===== src/inc/uvp_defines.svh =====
`ifndef UVP_DEFINES_SVH
`define UVP_DEFINES_SVH

// Clock period in picoseconds (40 MHz)
`define UVP_CLK_PS            25000
// Program pulse nominal width, 50 ms, in microseconds
`define UVP_PULSE_US          50000
// Program pulse longest width, 55 ms, in microseconds
`define UVP_PULSE_MAX_US      55000
// Verify data delay, 1 us, in nanoseconds
`define UVP_VDD_NS            1000
// Setup and hold around the pulse, 2 us, in nanoseconds
`define UVP_SETUP_NS          2000
// Cycle counts derived from the times (minimums round up, maximums round down)
`define UVP_PULSE_CYC         ((`UVP_PULSE_US * 1000 + `UVP_CLK_PS / 1000 - 1) / (`UVP_CLK_PS / 1000))
`define UVP_PULSE_MAX_CYC     ((`UVP_PULSE_MAX_US * 1000) / (`UVP_CLK_PS / 1000))
`define UVP_VDD_CYC           ((`UVP_VDD_NS * 1000 + `UVP_CLK_PS - 1) / `UVP_CLK_PS)
`define UVP_SETUP_CYC         ((`UVP_SETUP_NS * 1000 + `UVP_CLK_PS - 1) / `UVP_CLK_PS)
// Command codes
`define UVP_CMD_PROGRAM       1'b0
`define UVP_CMD_VERIFY        1'b1
// Erased byte value
`define UVP_ERASED_BYTE       8'hFF

`endif


===== src/inc/uvp_pkg.sv =====
package uvp_pkg;

    typedef struct packed {
        logic        cmd;
        logic [11:0] addr;
        logic [7:0]  data;
        logic [3:0]  selMask;
    } uvp_req_type;

    typedef struct packed {
        logic [7:0] readData;
        logic       match;
        logic       zeroToOne;
    } uvp_resp_type;

    typedef enum logic [5:0] {
        ST_IDLE   = 6'h01,
        ST_SETUP  = 6'h02,
        ST_PULSE  = 6'h04,
        ST_HOLD   = 6'h08,
        ST_VERIFY = 6'h10,
        ST_DONE   = 6'h20
    } uvp_state_type;

endpackage : uvp_pkg


===== src/design/uvp_programmer.sv =====
`timescale 1ns/10ps
`include "uvp_defines.svh"
module uvp_programmer #(
    parameter int NDEV       = 4,
    parameter int PULSE_CYC  = `UVP_PULSE_CYC,
    parameter int PULSE_MAX  = `UVP_PULSE_MAX_CYC,
    parameter int VDD_CYC    = `UVP_VDD_CYC,
    parameter int SETUP_CYC  = `UVP_SETUP_CYC
) (
    input  wire logic                 clk,
    input  wire logic                 rst,
    input  wire uvp_pkg::uvp_req_type reqData,
    input  wire logic                 reqValid,
    output logic                      reqReady,
    output uvp_pkg::uvp_resp_type     respData,
    output logic                      respValid,
    output logic [11:0]               romAddr,
    output logic [NDEV-1:0]           romChipSelN,
    output logic                      romVppEn,
    output logic                      romGateN,
    output logic [7:0]                romDataOut,
    output logic                      romDataOe,
    input  wire logic [7:0]           romDataIn
);

    localparam int CW = 22;
    localparam logic [CW-1:0] PULSE_END = CW'(PULSE_CYC < PULSE_MAX ? PULSE_CYC : PULSE_MAX);
    localparam logic [CW-1:0] VDD_END   = CW'(VDD_CYC);
    localparam logic [CW-1:0] SETUP_END = CW'(SETUP_CYC);

    uvp_pkg::uvp_state_type state_reg;
    uvp_pkg::uvp_state_type state_next;
    uvp_pkg::uvp_req_type   req_reg;
    uvp_pkg::uvp_req_type   req_next;
    uvp_pkg::uvp_resp_type  resp_reg;
    uvp_pkg::uvp_resp_type  resp_next;
    logic [CW-1:0]          count_reg;
    logic [CW-1:0]          count_next;
    logic                   respValid_reg;
    logic                   respValid_next;
    logic [NDEV-1:0]        cs_reg;
    logic [NDEV-1:0]        cs_next;
    logic                   vpp_reg;
    logic                   vpp_next;
    logic                   gate_reg;
    logic                   gate_next;
    logic                   oe_reg;
    logic                   oe_next;
    logic [7:0]             pinData;

    uvp_sync #(.WIDTH(8)) u_sync (
        .clk     (clk),
        .rst     (rst),
        .asyncIn (romDataIn),
        .syncOut (pinData)
    );

    // Strobe pattern: selected devices low, the rest held high
    function automatic logic [NDEV-1:0] strobeFor(input logic [3:0] mask);
        logic [NDEV-1:0] s;
        s = '1;
        for (int i = 0; i < NDEV; i++) begin
            if (mask[i]) begin
                s[i] = 1'b0;
            end
        end
        return s;
    endfunction : strobeFor

    always_comb begin
        state_next     = state_reg;
        req_next       = req_reg;
        resp_next      = resp_reg;
        count_next     = count_reg + CW'(1);
        respValid_next = 1'b0;
        cs_next        = cs_reg;
        vpp_next       = vpp_reg;
        gate_next      = gate_reg;
        oe_next        = oe_reg;
        case (state_reg)
            uvp_pkg::ST_IDLE: begin
                count_next = '0;
                cs_next    = '1;
                if (reqValid) begin
                    req_next   = reqData;
                    state_next = uvp_pkg::ST_SETUP;
                    if (reqData.cmd == `UVP_CMD_PROGRAM) begin
                        vpp_next  = 1'b1;
                        gate_next = 1'b1;
                        oe_next   = 1'b1;
                    end else begin
                        vpp_next  = 1'b0;
                        gate_next = 1'b0;
                        oe_next   = 1'b0;
                    end
                end
            end
            uvp_pkg::ST_SETUP: begin
                // Address, data and supply settle before the strobe falls
                if (count_reg >= SETUP_END) begin
                    count_next = '0;
                    cs_next    = strobeFor(req_reg.selMask);
                    if (req_reg.cmd == `UVP_CMD_PROGRAM) begin
                        state_next = uvp_pkg::ST_PULSE;
                    end else begin
                        state_next = uvp_pkg::ST_VERIFY;
                    end
                end
            end
            uvp_pkg::ST_PULSE: begin
                // One bounded pulse per request, capped at the longest width
                if (count_reg >= PULSE_END - CW'(1)) begin
                    cs_next    = '1;
                    count_next = '0;
                    state_next = uvp_pkg::ST_HOLD;
                end
            end
            uvp_pkg::ST_HOLD: begin
                // Data and supply held after the strobe rises
                if (count_reg >= SETUP_END) begin
                    oe_next    = 1'b0;
                    vpp_next   = 1'b0;
                    gate_next  = 1'b0;
                    state_next = uvp_pkg::ST_DONE;
                end
            end
            uvp_pkg::ST_VERIFY: begin
                // Sample after the verify delay plus the synchroniser lag
                if (count_reg >= VDD_END + CW'(2)) begin
                    resp_next.readData  = pinData;
                    resp_next.match     = (pinData == req_reg.data);
                    resp_next.zeroToOne = |(req_reg.data & ~pinData);
                    respValid_next      = 1'b1;
                    cs_next             = '1;
                    state_next          = uvp_pkg::ST_IDLE;
                end
            end
            uvp_pkg::ST_DONE: begin
                resp_next      = '{readData: req_reg.data, match: 1'b1, zeroToOne: 1'b0};
                respValid_next = 1'b1;
                state_next     = uvp_pkg::ST_IDLE;
            end
            default: begin
                state_next = uvp_pkg::ST_IDLE;
                cs_next    = '1;
            end
        endcase
    end

    always_ff @(posedge clk) begin
        if (rst) begin
            state_reg     <= uvp_pkg::ST_IDLE;
            req_reg       <= '0;
            resp_reg      <= '{readData: `UVP_ERASED_BYTE, match: 1'b0, zeroToOne: 1'b0};
            count_reg     <= '0;
            respValid_reg <= 1'b0;
            cs_reg        <= '1;
            vpp_reg       <= 1'b0;
            gate_reg      <= 1'b0;
            oe_reg        <= 1'b0;
        end else begin
            state_reg     <= state_next;
            req_reg       <= req_next;
            resp_reg      <= resp_next;
            count_reg     <= count_next;
            respValid_reg <= respValid_next;
            cs_reg        <= cs_next;
            vpp_reg       <= vpp_next;
            gate_reg      <= gate_next;
            oe_reg        <= oe_next;
        end
    end

    assign reqReady    = (state_reg == uvp_pkg::ST_IDLE);
    assign respData    = resp_reg;
    assign respValid   = respValid_reg;
    assign romAddr     = req_reg.addr;
    assign romChipSelN = cs_reg;
    assign romVppEn    = vpp_reg;
    assign romGateN    = gate_reg;
    assign romDataOut  = req_reg.data;
    assign romDataOe   = oe_reg;

endmodule : uvp_programmer


===== src/design/uvp_sync.sv =====
`timescale 1ns/10ps
// Two-flop synchroniser for pin inputs
module uvp_sync #(
    parameter int WIDTH = 8
) (
    input  wire logic             clk,
    input  wire logic             rst,
    input  wire logic [WIDTH-1:0] asyncIn,
    output logic      [WIDTH-1:0] syncOut
);

    logic [WIDTH-1:0] stage1_reg;
    logic [WIDTH-1:0] stage1_next;
    logic [WIDTH-1:0] stage2_reg;
    logic [WIDTH-1:0] stage2_next;

    always_comb begin
        stage1_next = asyncIn;
        stage2_next = stage1_reg;
    end

    always_ff @(posedge clk) begin
        if (rst) begin
            stage1_reg <= '0;
            stage2_reg <= '0;
        end else begin
            stage1_reg <= stage1_next;
            stage2_reg <= stage2_next;
        end
    end

    assign syncOut = stage2_reg;

endmodule : uvp_sync


===== config.mk =====
export PLATFORM = sky130hd
export DESIGN_NAME = uvp_programmer
export DESIGN_NICKNAME = d
export VERILOG_FILES = /design/src/inc/uvp_pkg.sv /design/src/design/uvp_programmer.sv /design/src/design/uvp_sync.sv
export VERILOG_INCLUDE_DIRS = /design/src /design/src/inc
export SDC_FILE = /design/constraint.sdc
export NUM_CORES = 1
export LEC_CHECK = 0
export BUFFER_PORTS_ARGS = -buffer_cell sky130_fd_sc_hd__buf_4
export CORE_MARGIN = 1
export CORE_UTILIZATION = 35
export DETAILED_ROUTE_END_ITERATION = 8
export PLACE_DENSITY = 0.53
export SYNTH_ARGS = -nofsm -noshare
export SYNTH_HDL_FRONTEND = slang
export SYNTH_SLANG_ARGS = --single-unit

===== constraint.sdc =====
create_clock -name clk -period 2.2 [get_ports clk]
set_input_delay 0.11 -clock clk [delete_from_list [all_inputs] [get_ports clk]]
set_output_delay 0.11 -clock clk [all_outputs]
set_load 0.01 [all_outputs]

==> impl_metrics.py <==
metrics = {
    "status": {
        "outcome": "completed",
    },
    "logic_synthesis": {
        "synth.net_count": 451,
        "postSynthCellCount": 405,
        "yosysSeqAreaShare_pct": 46.6,
        "postSynthAreaPerCell_sq_um": 9.01,
        "synth_async_reset_ratio_pct": 0,
        "synth_seq_cells": 85,
        "yosys_warnings": 0,
        "synth_flop_cell": "sky130_fd_sc_hd__dfxtp_1",
        "post_synthesis_instance_area_sq_mm": 0.00365,
        "number_of_synthesized_flops_with_an_enable_pin": 0,
        "post_synthesis_cell_type_count": 46,
    },
    "timing": {
        "slew_violations": 0,
        "relSlewSlack_pct": 51.7,
        "fraction_of_the_cycle_the_final_worst_path_needs_pct": 98.6,
        "timing.fmax_mhz": 461,
        "report.final.hold_viol_count": 0,
        "fin_worst_hold_slack_ns": 0.0187,
        "fin_skew_ns": 0.00817,
        "setup_viol_count_final": 0,
        "worstMarginPinSlew_ns": 0.724,
        "post-route-min-period_ns": 2.17,
        "rsz_0062_raised_after_global_routing": "true",
    },
    "routing": {
        "via_count_of_the_routed_design": 3021,
        "wl_per_cell_um": 12.8,
        "drc": 0,
        "drt-pass1-iter-count": 4,
        "detailedRoute.firstIterationViolations": 126,
        "ant_nets": 0,
        "final_wirelength_um": 8250,
        "vias_per_cell": 4.70,
    },
    "clock_network": {
        "clk-insertion-delay-late_ns": 0.35,
        "cts_root_cell": "sky130_fd_sc_hd__clkbuf_8",
        "cts-buffers-inserted": 9,
        "cts_tree": "built",
        "cts_htree_levels": 3,
        "cts-root-to-sink-buffers": 2,
        "clk_transition_reported_paths_ns": 0.08,
        "clock_sinks": 85,
    },
    "global_routing": {
        "global_route_wire_length_before_repair_um": 13900,
        "grt.met1_usage_pct": 20.2,
        "busiest_layer": "met2",
        "globalRoute.totalOverflow": 0,
        "via_count_of_the_first_global_routing_pass": 2908,
        "grt_usage_pct": 15.7,
        "grtUsageMet3_pct": 3.32,
        "grt_start_max_net_pins": 70,
        "m2_gr_usage_pct": 26.3,
        "antenna_found_initial": 0,
    },
    "layout": {
        "filler_cell_count": 945,
        "flip_flop_count_of_the_largest_register_after_layout": 22,
        "final_nets": 551,
        "post_route_cells_drive_above_1_share_pct": 25.1,
        "multi_input_comb_area_sq_mm": 0.00167,
        "syn_to_final_growth_pct": 32.6,
        "fin_area_sq_mm": 0.00484,
        "finalNonFillerCells": 643,
        "sequential_cell_area_sq_mm": 0.00170,
        "fin_util_pct": 48.6,
        "antenna_cells": 0,
    },
    "power_and_ir_drop": {
        "power_per_cell_area_mw_per_mm2": 671,
        "p_leak_uw": 0.00195,
        "maximum_vdd_drop_uv": 408,
    },
    "critical_path": {
        "path_delay_family": "simple AND/OR/NAND/NOR gates",
        "crit_arrival_ns": 2.44,
        "data_required_time_of_the_critical_path_ns": 2.47,
        "cp_bufs_invs": 0,
        "critPathMaxFanout": 4,
        "endpoint_type_of_the_worst_setup_path": "register",
        "critical_path_class": "reg2reg",
        "setup_crit_start_kind": "register",
        "cell_chain_of_the_critical_path": "or4_4 > or3b_4 > a2111o_1 > nand4_1 > mux2i_1",
        "critical_path.max_stage_delay_ns": 0.53,
        "slowest_stage": "sky130_fd_sc_hd__or4_4",
    },
    "die": {
        "chipWidth_um": 104,
        "fp.dieH_um": 104,
        "placeableCoreArea_sq_mm": 0.00995,
        "floorplan.rows": 36,
        "boundaryPins": 75,
        "die_area_sq_mm": 0.0108,
        "floorplan.initialDensity_pct": 36.7,
    },
    "placement": {
        "port_buffers": 74,
        "placed_area_sq_mm": 0.00431,
        "detailedPlacementHpwl_um": 5790,
        "dp.cells": 596,
        "gp_congestion": 0.835,
    },
    "hold_path": {
        "holdCritPathClass": "in2reg",
    },
    "flow_run": {
        "cap_viol_max_count": 0,
    },
}
==> kinds of logic after synthesis <==
logic type      count (synthesis)  synth area share, %
simple gates                  177                 25.3
buf+inv                        53                 8.22
xor+xnor                       20                 4.80
flops                          85                 46.6
fa+ha+maj                      10                 3.43
mux                             4                 1.10
compound gates                 56                 10.5
==> path summary, 6_finish.rpt <==
check / start / endpoint / slack (ns) / cells after the start
max: state_reg[0]$_SDFFE_PP1P_ / romChipSelN[3]$_SDFFE_PP1P_ / 0.03 / 5
min: reqData[11] / romDataOut[7]$_SDFFE_PP0P_ / 0.02 / 3
max reg2reg: state_reg[0]$_SDFFE_PP1P_ / romChipSelN[3]$_SDFFE_PP1P_ / 0.03 / 5
min reg2reg: u_sync.stage1_reg[5]$_SDFF_PP0_ / u_sync.syncOut[5]$_SDFF_PP0_ / 0.44 / 1
==> worst min-delay path, delay by kind of cell <==
kind                   cells  cell delay [ns]
AOI/OAI and AO/OA          1             0.05
buffers and inverters      1             0.11
and+or+nand+nor            1             0.05
==> Yosys cell counts (2+ instances only) <==
cell type,instances,share of area [%]
sky130_fd_sc_hd__buf_6,2,0.62
sky130_fd_sc_hd__xor2_1,14,3.4
sky130_fd_sc_hd__nor4_1,4,0.69
sky130_fd_sc_hd__xnor2_1,6,1.4
sky130_fd_sc_hd__and2_1,4,0.69
sky130_fd_sc_hd__and3_1,3,0.51
sky130_fd_sc_hd__nor2b_1,18,3.1
sky130_fd_sc_hd__nor3b_1,7,1.4
sky130_fd_sc_hd__inv_1,12,1.2
sky130_fd_sc_hd__o211ai_1,2,0.41
sky130_fd_sc_hd__nor3_1,4,0.55
sky130_fd_sc_hd__nand2_1,58,6.0
sky130_fd_sc_hd__or4_2,2,0.48
sky130_fd_sc_hd__dfxtp_1,85,47
sky130_fd_sc_hd__nand3_1,8,1.1
sky130_fd_sc_hd__buf_4,23,4.7
sky130_fd_sc_hd__or3_1,2,0.34
sky130_fd_sc_hd__and4_1,6,1.4
sky130_fd_sc_hd__or3b_2,2,0.48
sky130_fd_sc_hd__nor2_2,2,0.34
sky130_fd_sc_hd__nand3b_1,2,0.41
sky130_fd_sc_hd__ha_1,10,3.4
sky130_fd_sc_hd__nor2_1,34,3.5
sky130_fd_sc_hd__or4_1,2,0.41
sky130_fd_sc_hd__a21oi_1,29,4.0
sky130_fd_sc_hd__nand4_1,12,2.1
sky130_fd_sc_hd__a221o_1,8,2.2
sky130_fd_sc_hd__o31ai_1,2,0.41
sky130_fd_sc_hd__mux2i_1,4,1.1
sky130_fd_sc_hd__clkbuf_1,15,1.5
sky130_fd_sc_hd__a21o_1,8,1.6
==> what timing repair did <==
action	CTS	global route
gates resized for setup	3	1
hold buffers	31	0
setup endpoints to repair	38	29
pin swaps	3	2
buffers inserted	0	0
hold endpoints to repair	31	0
==> cells in the final DEF, fill, tap and decap left out, types with 4 or more instances in the layout <==
| cell | count |
|---|---|
| sky130_fd_sc_hd__nand2_1 | 58 |
| sky130_fd_sc_hd__inv_1 | 12 |
| sky130_fd_sc_hd__mux2i_1 | 4 |
| sky130_fd_sc_hd__nor2b_1 | 18 |
| sky130_fd_sc_hd__nor4_1 | 4 |
| sky130_fd_sc_hd__a21oi_1 | 29 |
| sky130_fd_sc_hd__ha_1 | 10 |
| sky130_fd_sc_hd__a221o_1 | 8 |
| sky130_fd_sc_hd__xor2_1 | 14 |
| sky130_fd_sc_hd__clkbuf_8 | 10 |
| sky130_fd_sc_hd__and2_1 | 4 |
| sky130_fd_sc_hd__nor2_1 | 34 |
| sky130_fd_sc_hd__nor3_1 | 4 |
| sky130_fd_sc_hd__nor3b_1 | 6 |
| sky130_fd_sc_hd__a21o_1 | 8 |
| sky130_fd_sc_hd__buf_4 | 99 |
| sky130_fd_sc_hd__dfxtp_1 | 84 |
| sky130_fd_sc_hd__nand3_1 | 8 |
| sky130_fd_sc_hd__nand4_1 | 12 |
| sky130_fd_sc_hd__xnor2_1 | 6 |
| sky130_fd_sc_hd__and4_1 | 6 |
| sky130_fd_sc_hd__dlygate4sd3_1 | 31 |
==> final cells by class <==
cell class | instances | share of cell area, %
Clock inverter | 6 | 1.42
Tap cell | 133 | 3.44
Sequential cell | 85 | 35.2
Inverter | 12 | 0.930
Timing Repair Buffer | 130 | 21.8
Multi-Input combinational cell | 267 | 34.4
Clock buffer | 10 | 2.84
==> power by group <==
part / switching, uW / internal, uW
Clock: 570 / 566
Combinational: 222 / 239
Sequential: 47.7 / 1600
==> per-layer routing <==
layer	share of wire [%]	vias up
met5	0	-
li1	-	1560
met3	3.1	7
met4	1.0	0
met2	48	48
met1	48	1406
==> metrics by stage <==
step | power [uW] | setup WS [ns] | TNS, ns
after floorplan | 1960 | 0.00169 | 0
after global placement | 2100 | -0.0103 | -0.0181
after detailed placement | 2100 | -0.0809 | -1.06
after CTS | 3300 | -0.00537 | -0.00537
after global routing | 3430 | -0.0511 | -0.460
final | 3250 | 0.0298 | 0
Power figures use the tool's default switching activity.
